## config.mk

```make
export PLATFORM = sky130hd
export DESIGN_NAME = shu_uart
export DESIGN_NICKNAME = d
export VERILOG_FILES = /design/src/rtl/shu_pkg.sv /design/src/rtl/shu_uart.sv
export VERILOG_INCLUDE_DIRS = /design/src /design/src/rtl
export SDC_FILE = /design/constraint.sdc
export NUM_CORES = 1
export LEC_CHECK = 0
export ABC_CLOCK_PERIOD_IN_PS = 187100
export BUFFER_PORTS_ARGS = -buffer_cell sky130_fd_sc_hd__buf_2
export CELL_PAD_IN_SITES_DETAIL_PLACEMENT = 0
export CELL_PAD_IN_SITES_GLOBAL_PLACEMENT = 1
export CORE_UTILIZATION = 54
export CTS_CLUSTER_SIZE = 30
export DETAILED_ROUTE_END_ITERATION = 6
export GPL_TIMING_DRIVEN = 0
export PLACE_DENSITY_LB_ADDON = 0.1
export SLEW_MARGIN = 20
export SYNTH_ARGS = -nofsm -noshare
export SYNTH_HDL_FRONTEND = slang
export SYNTH_SLANG_ARGS = --single-unit
```

## constraint.sdc

```tcl
create_clock -name core_clk -period 187.1 [get_ports core_clk]
set_clock_uncertainty 0.2 [all_clocks]
set_input_delay 28.065 -clock core_clk [delete_from_list [all_inputs] [get_ports core_clk]]
set_output_delay 28.065 -clock core_clk [all_outputs]
set_load 0.02 [all_outputs]
```

## src/rtl/shu_consts.svh

```systemverilog
`ifndef SHU_CONSTS_SVH
`define SHU_CONSTS_SVH
// ==========================================
// Control space layout
`define SHU_CS_BYTES 20
`define SHU_OFF_OBUF 5'h00
`define SHU_OFF_IBUF 5'h02
`define SHU_OFF_RATE 5'h04
`define SHU_OFF_FMT 5'h06
`define SHU_OFF_STOP 5'h08
`define SHU_OFF_TERM 5'h0a
`define SHU_OFF_MODE 5'h0c
`define SHU_OFF_XCHR 5'h0e
`define SHU_OFF_TOUT 5'h10
`define SHU_OFF_XLAT 5'h12
// ==========================================
// Defaults loaded at reset
`define SHU_RST_OBUF 16'h2000
`define SHU_RST_IBUF 16'h2000
`define SHU_RST_RATE 16'h2580
`define SHU_RST_FMT 16'h0207
`define SHU_RST_STOP 16'h0000
`define SHU_RST_TERM 16'h0104
`define SHU_RST_MODE 16'h0000
`define SHU_RST_XCHR 16'h1311
`define SHU_RST_TOUT 16'h0000
`define SHU_RST_XLAT 16'h0001
// ==========================================
// Commands, limits, timing
`define SHU_CMD_INIT 16'h0006
`define SHU_RATE_MIN 16'h006e
`define SHU_RATE_MAX 16'h4b00
`define SHU_CLK_HZ 20000000
`define SHU_SYNC_STAGES 2
`endif

```

## src/rtl/shu_pkg.sv

```systemverilog
package shu_pkg;
  typedef enum logic [1:0] {
    SHU_MODE_TERM = 2'b00,
    SHU_MODE_MODEM = 2'b01,
    SHU_MODE_IGNORE = 2'b10,
    SHU_MODE_SET = 2'b11
  } shu_mode_e;
  typedef enum logic [1:0] {
    SHU_PAR_NONE = 2'b00,
    SHU_PAR_ODD = 2'b01,
    SHU_PAR_EVEN = 2'b10
  } shu_par_e;
  typedef struct packed {
    logic [16:0] half_div;
    logic bits8;
    shu_par_e parity;
    logic [1:0] stop;
    logic echo;
    shu_mode_e mode;
    logic xon_en;
    logic [7:0] xon_chr;
    logic [7:0] xoff_chr;
  } shu_cfg_s;
  typedef struct packed {
    logic txd;
    logic rts;
    logic dtr;
  } shu_line_out_s;
  typedef struct packed {
    logic rxd;
    logic cts;
    logic dsr;
    logic dcd;
  } shu_line_in_s;
endpackage

```

## src/rtl/shu_uart.sv

```systemverilog
`timescale 1ns/1ps
`default_nettype none
`include "shu_consts.svh"
// Notes on behaviour
// [RULE1] Terminal: raise RTS, send only while CTS
// [RULE2] Terminal receive: RTS off while ready
// [RULE3] Modem: transmit only while DSR on
// [RULE4] Modem receive: device CTS, then our RTS
// [RULE5] Modem: RTS off when input full
// [RULE6] Start, data LSB first, parity, stops
// [RULE7] Parity counts information bits only
// [RULE8] No parity: none sent, none checked
// [RULE9] Command 0x0006 applies parameters, initializes
// [RULE10] 16-bit words, bytes swapped locally
// [RULE11] Buffer sizes 0..65535, default 8192
// [RULE12] Rate in bps, 110 to 19200
// [RULE13] Format low byte: 7 or 8 bits
// [RULE14] Format high byte: none, odd, even
// [RULE15] Stop code: one, one-half, two
// [RULE16] Echo retransmits received characters
// [RULE17] Host transfers at least 20 bytes
// [RULE18] Reset loads every documented default
// [RULE19] Turnaround: RTS drop answered by CTS
// [RULE20] XOFF stops transmit until XON
// [RULE21] Mode byte: terminal, modem, ignore, set
// [RULE22] Ignore: DTR, RTS always on
// [RULE23] Bit period from rate, centre sampling
// [RULE24] Received parity mismatch flags error
module shu_uart #(
  parameter int CLK_HZ = `SHU_CLK_HZ
) (
  input wire logic core_clk,
  input wire logic rst_n,
  input wire logic cs_we,
  input wire logic cs_re,
  input wire logic [4:0] cs_addr,
  input wire logic [15:0] cs_wdata,
  output logic [15:0] cs_rdata,
  input wire logic cmd_valid,
  input wire logic [15:0] cmd_code,
  input wire logic tx_valid,
  input wire logic [7:0] tx_data,
  output logic tx_ready,
  output logic rx_valid,
  output logic [7:0] rx_data,
  output logic rx_parity_err,
  output logic rx_frame_err,
  input wire logic rx_ready,
  input wire shu_pkg::shu_line_in_s line_in,
  output shu_pkg::shu_line_out_s line_out
);
  import shu_pkg::*;

  typedef enum logic [2:0] {
    SHU_B_IDLE = 3'b000,
    SHU_B_START = 3'b001,
    SHU_B_DATA = 3'b010,
    SHU_B_PAR = 3'b011,
    SHU_B_STOP = 3'b100
  } shu_bit_e;

  if (CLK_HZ < 2 * 19200 * 4 || CLK_HZ / (2 * 110) > 131071) begin : g_clk_check
    $error("shu_uart: clock outside the range the bit timer can serve");
  end

  // ==========================================
  // Control space, bytes held low first
  logic [7:0] cs_mem_ff [`SHU_CS_BYTES];
  localparam logic [15:0] CS_DEFAULTS [`SHU_CS_BYTES/2] = '{
    `SHU_RST_OBUF, `SHU_RST_IBUF, `SHU_RST_RATE, `SHU_RST_FMT, `SHU_RST_STOP,
    `SHU_RST_TERM, `SHU_RST_MODE, `SHU_RST_XCHR, `SHU_RST_TOUT, `SHU_RST_XLAT};

  function automatic logic [15:0] cs_word(input logic [4:0] off);
    logic [4:0] a;
    a = {off[4:1], 1'b0};
    cs_word = {cs_mem_ff[a + 5'd1], cs_mem_ff[a]}; // [RULE10]
  endfunction

  always_ff @(posedge core_clk or negedge rst_n) begin
    if (!rst_n) begin
      for (int i = 0; i < `SHU_CS_BYTES / 2; i++) begin
        cs_mem_ff[2*i] <= CS_DEFAULTS[i][7:0]; // [RULE18] [RULE11]
        cs_mem_ff[2*i+1] <= CS_DEFAULTS[i][15:8];
      end
    end else if (cs_we && cs_addr < 5'(`SHU_CS_BYTES)) begin
      cs_mem_ff[{cs_addr[4:1], 1'b0}] <= cs_wdata[7:0]; // [RULE10]
      cs_mem_ff[{cs_addr[4:1], 1'b1}] <= cs_wdata[15:8];
    end
  end

  always_ff @(posedge core_clk or negedge rst_n) begin
    if (!rst_n) begin
      cs_rdata <= 16'h0000;
    end else if (cs_re) begin
      cs_rdata <= (cs_addr < 5'(`SHU_CS_BYTES)) ? cs_word(cs_addr) : 16'h0000;
    end
  end

  // ==========================================
  // Active configuration, applied on init command
  function automatic shu_cfg_s decode_cfg(input logic [15:0] rate, input logic [15:0] fmt,
                                          input logic [15:0] stp, input logic [15:0] md,
                                          input logic [15:0] xc);
    shu_cfg_s c;
    logic [15:0] r;
    r = (rate < `SHU_RATE_MIN) ? `SHU_RATE_MIN : (rate > `SHU_RATE_MAX) ? `SHU_RATE_MAX : rate; // [RULE12]
    c.half_div = 17'(CLK_HZ / (2 * int'(r))); // [RULE23]
    c.bits8 = (fmt[7:0] == 8'h08); // [RULE13]
    c.parity = (fmt[15:8] == 8'h01) ? SHU_PAR_ODD :
               (fmt[15:8] == 8'h02) ? SHU_PAR_EVEN : SHU_PAR_NONE; // [RULE14]
    c.stop = (stp[7:0] > 8'h02) ? 2'b00 : stp[1:0]; // [RULE15]
    c.echo = (stp[15:8] == 8'h01); // [RULE16]
    c.mode = shu_mode_e'(md[1:0]); // [RULE21]
    c.xon_en = (md[15:8] == 8'h01);
    c.xon_chr = xc[7:0];
    c.xoff_chr = xc[15:8];
    decode_cfg = c;
  endfunction

  localparam shu_cfg_s CFG_RST = decode_cfg(`SHU_RST_RATE, `SHU_RST_FMT, `SHU_RST_STOP,
                                            `SHU_RST_MODE, `SHU_RST_XCHR);
  shu_cfg_s cfg_ff;
  always_ff @(posedge core_clk or negedge rst_n) begin
    if (!rst_n) begin
      cfg_ff <= CFG_RST; // [RULE18]
    end else if (cmd_valid && cmd_code == `SHU_CMD_INIT) begin
      cfg_ff <= decode_cfg(cs_word(`SHU_OFF_RATE), cs_word(`SHU_OFF_FMT), cs_word(`SHU_OFF_STOP),
                           cs_word(`SHU_OFF_MODE), cs_word(`SHU_OFF_XCHR)); // [RULE9]
    end
  end
  wire logic init_cmd = cmd_valid && cmd_code == `SHU_CMD_INIT;

  // ==========================================
  // Pin synchronisers
  shu_line_in_s sync1_ff, sync2_ff;
  always_ff @(posedge core_clk or negedge rst_n) begin
    if (!rst_n) begin
      sync1_ff <= '{rxd: 1'b1, default: 1'b0};
      sync2_ff <= '{rxd: 1'b1, default: 1'b0};
    end else begin
      sync1_ff <= line_in;
      sync2_ff <= sync1_ff;
    end
  end

  // ==========================================
  // Handshake gates
  shu_bit_e tx_st_ff, rx_st_ff;
  logic echo_pend_ff, xoff_hold_ff;
  logic tx_gate, rx_gate, tx_want;
  assign tx_want = tx_valid || echo_pend_ff || tx_st_ff != SHU_B_IDLE;
  always_comb begin
    unique case (cfg_ff.mode)
      SHU_MODE_TERM: begin
        tx_gate = sync2_ff.cts; // [RULE1]
        rx_gate = sync2_ff.dsr && sync2_ff.dcd;
      end
      SHU_MODE_MODEM: begin
        tx_gate = sync2_ff.dsr; // [RULE3]
        rx_gate = sync2_ff.cts && line_out.rts; // [RULE4]
      end
      SHU_MODE_IGNORE: begin
        tx_gate = 1'b1; // [RULE22]
        rx_gate = 1'b1;
      end
      SHU_MODE_SET: begin
        tx_gate = sync2_ff.cts;
        rx_gate = sync2_ff.dcd;
      end
    endcase
  end

  always_ff @(posedge core_clk or negedge rst_n) begin
    if (!rst_n) begin
      line_out.rts <= 1'b0;
      line_out.dtr <= 1'b0;
    end else begin
      unique case (cfg_ff.mode)
        SHU_MODE_TERM: begin
          line_out.rts <= tx_want ? 1'b1 : !rx_ready; // [RULE1] [RULE2] [RULE19]
          line_out.dtr <= 1'b1;
        end
        SHU_MODE_MODEM: begin
          line_out.rts <= sync2_ff.cts && rx_ready; // [RULE4] [RULE5] [RULE19]
          line_out.dtr <= rx_ready;
        end
        default: begin
          line_out.rts <= 1'b1; // [RULE22]
          line_out.dtr <= 1'b1;
        end
      endcase
    end
  end

  // ==========================================
  // Bit lengths
  logic [19:0] bit_len, half_len, stop_len;
  assign half_len = {3'b000, cfg_ff.half_div};
  assign bit_len = {2'b00, cfg_ff.half_div, 1'b0}; // [RULE23]
  assign stop_len = bit_len + ((cfg_ff.stop == 2'b01) ? half_len :
                    (cfg_ff.stop == 2'b10) ? bit_len : 20'h00000); // [RULE15]

  function automatic logic par_bit(input logic [7:0] d, input logic b8, input shu_par_e p);
    logic ones;
    ones = b8 ? ^d : ^d[6:0]; // [RULE7]
    par_bit = (p == SHU_PAR_ODD) ? !ones : ones;
  endfunction

  // ==========================================
  // Transmitter
  logic [19:0] tx_tmr_ff;
  logic [7:0] tx_sh_ff;
  logic [2:0] tx_cnt_ff;
  logic tx_par_ff;
  logic tx_start;
  assign tx_ready = tx_st_ff == SHU_B_IDLE && tx_gate && !echo_pend_ff && !xoff_hold_ff;
  assign tx_start = tx_st_ff == SHU_B_IDLE && tx_gate && !xoff_hold_ff &&
                    (echo_pend_ff || tx_valid); // [RULE1] [RULE20]
  logic [7:0] echo_chr_ff;
  wire logic [7:0] tx_src = echo_pend_ff ? echo_chr_ff : tx_data; // [RULE16]

  always_ff @(posedge core_clk or negedge rst_n) begin
    if (!rst_n) begin
      tx_st_ff <= SHU_B_IDLE;
      tx_tmr_ff <= 20'h00000;
      tx_sh_ff <= 8'h00;
      tx_cnt_ff <= 3'h0;
      tx_par_ff <= 1'b0;
      line_out.txd <= 1'b1;
    end else if (init_cmd) begin
      tx_st_ff <= SHU_B_IDLE;
      line_out.txd <= 1'b1;
    end else if (tx_st_ff == SHU_B_IDLE) begin
      if (tx_start) begin
        tx_st_ff <= SHU_B_START;
        tx_tmr_ff <= bit_len - 20'h00001;
        tx_sh_ff <= tx_src;
        tx_par_ff <= par_bit(tx_src, cfg_ff.bits8, cfg_ff.parity);
        line_out.txd <= 1'b0; // [RULE6]
      end
    end else if (tx_tmr_ff != 20'h00000) begin
      tx_tmr_ff <= tx_tmr_ff - 20'h00001;
    end else begin
      unique case (tx_st_ff)
        SHU_B_START, SHU_B_DATA: begin
          if (tx_st_ff == SHU_B_DATA && tx_cnt_ff == (cfg_ff.bits8 ? 3'h7 : 3'h6)) begin
            tx_st_ff <= (cfg_ff.parity == SHU_PAR_NONE) ? SHU_B_STOP : SHU_B_PAR; // [RULE8]
            line_out.txd <= (cfg_ff.parity == SHU_PAR_NONE) ? 1'b1 : tx_par_ff;
            tx_tmr_ff <= ((cfg_ff.parity == SHU_PAR_NONE) ? stop_len : bit_len) - 20'h00001;
          end else begin
            tx_cnt_ff <= (tx_st_ff == SHU_B_START) ? 3'h0 : tx_cnt_ff + 3'h1;
            tx_st_ff <= SHU_B_DATA;
            line_out.txd <= tx_sh_ff[0]; // [RULE6]
            tx_sh_ff <= {1'b0, tx_sh_ff[7:1]};
            tx_tmr_ff <= bit_len - 20'h00001;
          end
        end
        SHU_B_PAR: begin
          tx_st_ff <= SHU_B_STOP;
          line_out.txd <= 1'b1;
          tx_tmr_ff <= stop_len - 20'h00001;
        end
        SHU_B_STOP: tx_st_ff <= SHU_B_IDLE;
        default: tx_st_ff <= SHU_B_IDLE;
      endcase
    end
  end

  // ==========================================
  // Receiver, samples at bit centre
  logic [19:0] rx_tmr_ff;
  logic [7:0] rx_sh_ff;
  logic [2:0] rx_cnt_ff;
  logic rx_par_ff, rx_done;
  logic [7:0] rx_chr;
  assign rx_chr = cfg_ff.bits8 ? rx_sh_ff : {1'b0, rx_sh_ff[7:1]};
  assign rx_done = rx_st_ff == SHU_B_STOP && rx_tmr_ff == 20'h00000;

  always_ff @(posedge core_clk or negedge rst_n) begin
    if (!rst_n) begin
      rx_st_ff <= SHU_B_IDLE;
      rx_tmr_ff <= 20'h00000;
      rx_sh_ff <= 8'h00;
      rx_cnt_ff <= 3'h0;
      rx_par_ff <= 1'b0;
    end else if (init_cmd) begin
      rx_st_ff <= SHU_B_IDLE;
    end else if (rx_st_ff == SHU_B_IDLE) begin
      if (rx_gate && !sync2_ff.rxd) begin
        rx_st_ff <= SHU_B_START;
        rx_tmr_ff <= half_len - 20'h00001; // [RULE23]
      end
    end else if (rx_tmr_ff != 20'h00000) begin
      rx_tmr_ff <= rx_tmr_ff - 20'h00001;
    end else begin
      rx_tmr_ff <= bit_len - 20'h00001;
      unique case (rx_st_ff)
        SHU_B_START: begin
          rx_st_ff <= sync2_ff.rxd ? SHU_B_IDLE : SHU_B_DATA;
          rx_cnt_ff <= 3'h0;
        end
        SHU_B_DATA: begin
          rx_sh_ff <= {sync2_ff.rxd, rx_sh_ff[7:1]}; // [RULE6]
          rx_cnt_ff <= rx_cnt_ff + 3'h1;
          if (rx_cnt_ff == (cfg_ff.bits8 ? 3'h7 : 3'h6)) begin
            rx_st_ff <= (cfg_ff.parity == SHU_PAR_NONE) ? SHU_B_STOP : SHU_B_PAR; // [RULE8]
          end
        end
        SHU_B_PAR: begin
          rx_par_ff <= sync2_ff.rxd;
          rx_st_ff <= SHU_B_STOP;
        end
        SHU_B_STOP: rx_st_ff <= SHU_B_IDLE;
        default: rx_st_ff <= SHU_B_IDLE;
      endcase
    end
  end

  // ==========================================
  // Delivery, software flow control, echo
  logic is_flow;
  assign is_flow = cfg_ff.xon_en && (rx_chr == cfg_ff.xoff_chr || rx_chr == cfg_ff.xon_chr);

  always_ff @(posedge core_clk or negedge rst_n) begin
    if (!rst_n) begin
      rx_valid <= 1'b0;
      rx_data <= 8'h00;
      rx_parity_err <= 1'b0;
      rx_frame_err <= 1'b0;
    end else begin
      rx_valid <= rx_done && !is_flow;
      if (rx_done && !is_flow) begin
        rx_data <= rx_chr;
        rx_parity_err <= cfg_ff.parity != SHU_PAR_NONE &&
                         rx_par_ff != par_bit(rx_chr, cfg_ff.bits8, cfg_ff.parity); // [RULE24]
        rx_frame_err <= !sync2_ff.rxd;
      end
    end
  end

  always_ff @(posedge core_clk or negedge rst_n) begin
    if (!rst_n) begin
      xoff_hold_ff <= 1'b0;
    end else if (init_cmd || !cfg_ff.xon_en) begin
      xoff_hold_ff <= 1'b0;
    end else if (rx_done && rx_chr == cfg_ff.xoff_chr) begin
      xoff_hold_ff <= 1'b1; // [RULE20]
    end else if (rx_done && rx_chr == cfg_ff.xon_chr) begin
      xoff_hold_ff <= 1'b0; // [RULE20]
    end
  end

  always_ff @(posedge core_clk or negedge rst_n) begin
    if (!rst_n) begin
      echo_pend_ff <= 1'b0;
      echo_chr_ff <= 8'h00;
    end else if (rx_done && !is_flow && cfg_ff.echo) begin
      echo_pend_ff <= 1'b1; // [RULE16]
      echo_chr_ff <= rx_chr;
    end else if (tx_start || init_cmd) begin
      echo_pend_ff <= 1'b0;
    end
  end
endmodule
`default_nettype wire

```

==> out/qor.csv <==
metric;value;unit
final core area utilization;59.0;%
crit-path max cell delay;0.82;ns
CP startpoint kind;register;
area grow syn2layout;7.41;%
final RePlAce weighted congestion;0.920;
post-synthesis cell count;5222;
count leader, synth;nor2_1;
Setup crit end kind;register;
I/O pin total;87;
Crit-path slowest cell;clkbuf_1;
Post-Route WL;127000;microns
Die X-Extent;278;microns
FF+latch count, synth;320;
Fmax achieved;10.5;MHz
Final HPWL DP;100000;microns
cts repair resizes;0;
final period utilization;50.8;%
Syn Std Cell Area;41200;sq um
Syn. warnings;0;
CTS tree;built;
Antenna Violating Nets Remaining;0;
Async SR Flop Fraction;100;%
nets;5769;
Worst-path clk slew;0.07;ns
Fin. Hold Viols;0;
register area share after synthesis;19.5;%
Post-CTS Setup Repair Bufs;0;
Cell variety after synth;127;
Post-synth top flop;dfrtp_1;
share of cells above drive strength 1;11.6;%
Final Setup Violations;0;
DR WL/cell;19.9;microns
Register Area;8050;sq um
dpl ws;93.93;ns
worst-path fanout max;10;
Syn Area/Cell;7.90;sq um
Worst-Skew Late Latency;0.59;ns
Die Span Y;278;microns
Worst-Margin Slew;1.22;ns
Hold WC Path Type;register to register;
top cells by area, synth;dfrtp_1 18%, ha_1 11%, mux2_2 7.2%, a21oi_1 5.3%, nor2_1 4.5%;
Synth area leader;dfrtp_1;
DRT Pass-1 Iters;5;
CP required;187.39;ns
GR Util All Layers;32.0;%
WP data arrival;95.27;ns
H-tree levels;1;
most instantiated cells after synthesis;499 x nor2_1, 491 x nand2_1, 434 x a21oi_1;
Fillers;7036;
largest net degree at the start of global routing;99;
max_cap viols;0;
post-synth top area share;17.6;%
die area;77500;sq um
Rows;100;
Top cell by count, worst path;o21a_1;
Crit Path Class;register to register;
CTS Hold Buffers Added;0;
RSZ-0062 raised after global routing;no;
DR vias/cell;6.31;
DRC;0;
GRT overflow;0;
area of the multi-input gates;31800;sq um
starting density of the core;54.9;%
Via Count;40000;
status;finished, final reports clean;
CTS buffer count;28;
CTS root buf;clkbuf_16;
setup_tns;0;ns
Max Slew Vio Count;0;
Rel. slew slack;17.7;%
number of synthesized flops with an enable pin;0;
CORE AREA;75100;sq um
PnR worst setup slack;92.12;ns
Final Critical Period;94.98;ns
I/O Buffers;66;
number of DRC markers in iteration 0;3173;
Sink Count;320;
deepest clock path buffer count;3;
first-pass GRT wire length;204000;microns
vias in the first global route;37800;
initial antenna violation count;0;
Diodes inserted;0;
-- through the flow --
step / cell area [sq um] / cells / hold slack (ns)
CTS: 44300 / 6345 / 0.163
floorplan: 41300 / 5242 / 0.131
finish: 44300 / 6345 / 0.162
detailed placement: 43400 / 6293 / 0.138
global placement: 42900 / 6277 / 0.134
global route: 44300 / 6345 / 0.166
-- cell families after synthesis --
family                   after synthesis  synth area share [%]
XOR/XNOR                             336                  7.19
buffers and inverters                415                  3.92
other                                  2                0.0182
adder cells (fa/ha/maj)              359                  10.9
AND/OR/NAND/NOR                     1782                  21.0
flip-flops                           320                  19.5
multiplexers                         356                  10.5
AO/OA/AOI/OAI                       1652                  27.0
-- layer usage --
layer | GRT usage (%) | share of wire [%] | vias up
met5 | 0 | 0 | -
met4 | 7.21 | 2.1 | 0
met3 | 1.96 | 4.7 | 143
met2 | 56.0 | 48 | 1049
met1 | 43.1 | 46 | 19100
li1 | - | - | 19700
-- final timing paths --
check                                           start                  endpoint  slack (ns)  cells past startpoint
setup / recovery           cs_mem_ff[114]$_DFFE_PN1P_    bit_len[1]$_DFFE_PN1P_       92.12                    381
hold reg to reg                 sync1_ff[1]$_DFF_PN0_     sync2_ff[1]$_DFF_PN0_        0.16                      0
max in group asynchronous                       rst_n   line_out[2]$_DFFE_PN1P_      157.79                      4
setup reg to reg           cs_mem_ff[114]$_DFFE_PN1P_    bit_len[1]$_DFFE_PN1P_       92.12                    381
hold / removal                  sync1_ff[1]$_DFF_PN0_     sync2_ff[1]$_DFF_PN0_        0.16                      0
min in group asynchronous                       rst_n  cs_rdata[12]$_DFFE_PN0P_       27.26                      1
-- critical path: cells and delay by family, from the launching register on --
family | cells | cell delay, ns
AOI/OAI and AO/OA | 201 | 45.78
adders and majority gates | 24 | 7.75
buffers and inverters | 50 | 19.01
DFF | 1 | 0.37
muxes | 2 | 0.83
and+or+nand+nor | 104 | 20.63
-- cell type report --
| class | instances | share of cell area [%] |
|---|---|---|
| timing repair buffer | 82 | 1.64 |
| buffer | 238 | 2.15 |
| clock inverter | 14 | 0.291 |
| sequential | 320 | 18.2 |
| clock buffer | 38 | 1.76 |
| tap | 969 | 2.74 |
| inverter | 177 | 1.50 |
| multi-input combinational | 4507 | 71.8 |
-- layout by cell type, fill, tap and decap left out, types with 45 or more instances in the layout --
master,netlist,layout
nand3_1,110,109
buf_2,28,93
or3_1,57,57
xnor2_1,207,207
mux2i_1,54,54
dfrtp_1,290,290
nor2_1,499,496
and3_1,50,50
ha_1,358,358
a21o_1,143,143
inv_1,174,173
nor2b_1,53,53
xor2_1,127,127
nand2_1,491,487
o211ai_1,56,56
a211oi_1,54,54
a31oi_1,45,45
o31ai_1,76,76
o21bai_1,46,46
nand2b_1,101,101
o21a_1,126,126
clkbuf_1,166,172
nor3_1,149,144
o21ai_0,297,296
a21oi_1,434,429
mux2_2,262,262
-- sequential cells by signal, summed over array words and instances (netlist names), 3 cells and up --
signal and flops:
bit_len 17, cfg_ff 25, cs_mem_ff 160, cs_rdata 16, echo_chr_ff 8, line_out 3
rx_cnt_ff 3, rx_data 8, rx_sh_ff 8, rx_st_ff 3, rx_tmr_ff 20, sync1_ff 4
sync2_ff 4, tx_cnt_ff 3, tx_sh_ff 8, tx_st_ff 3, tx_tmr_ff 20
Power is left out: the tool's default activity adds up to more than one toggle a clock period on the data nets, which glitch-free logic cannot reach.
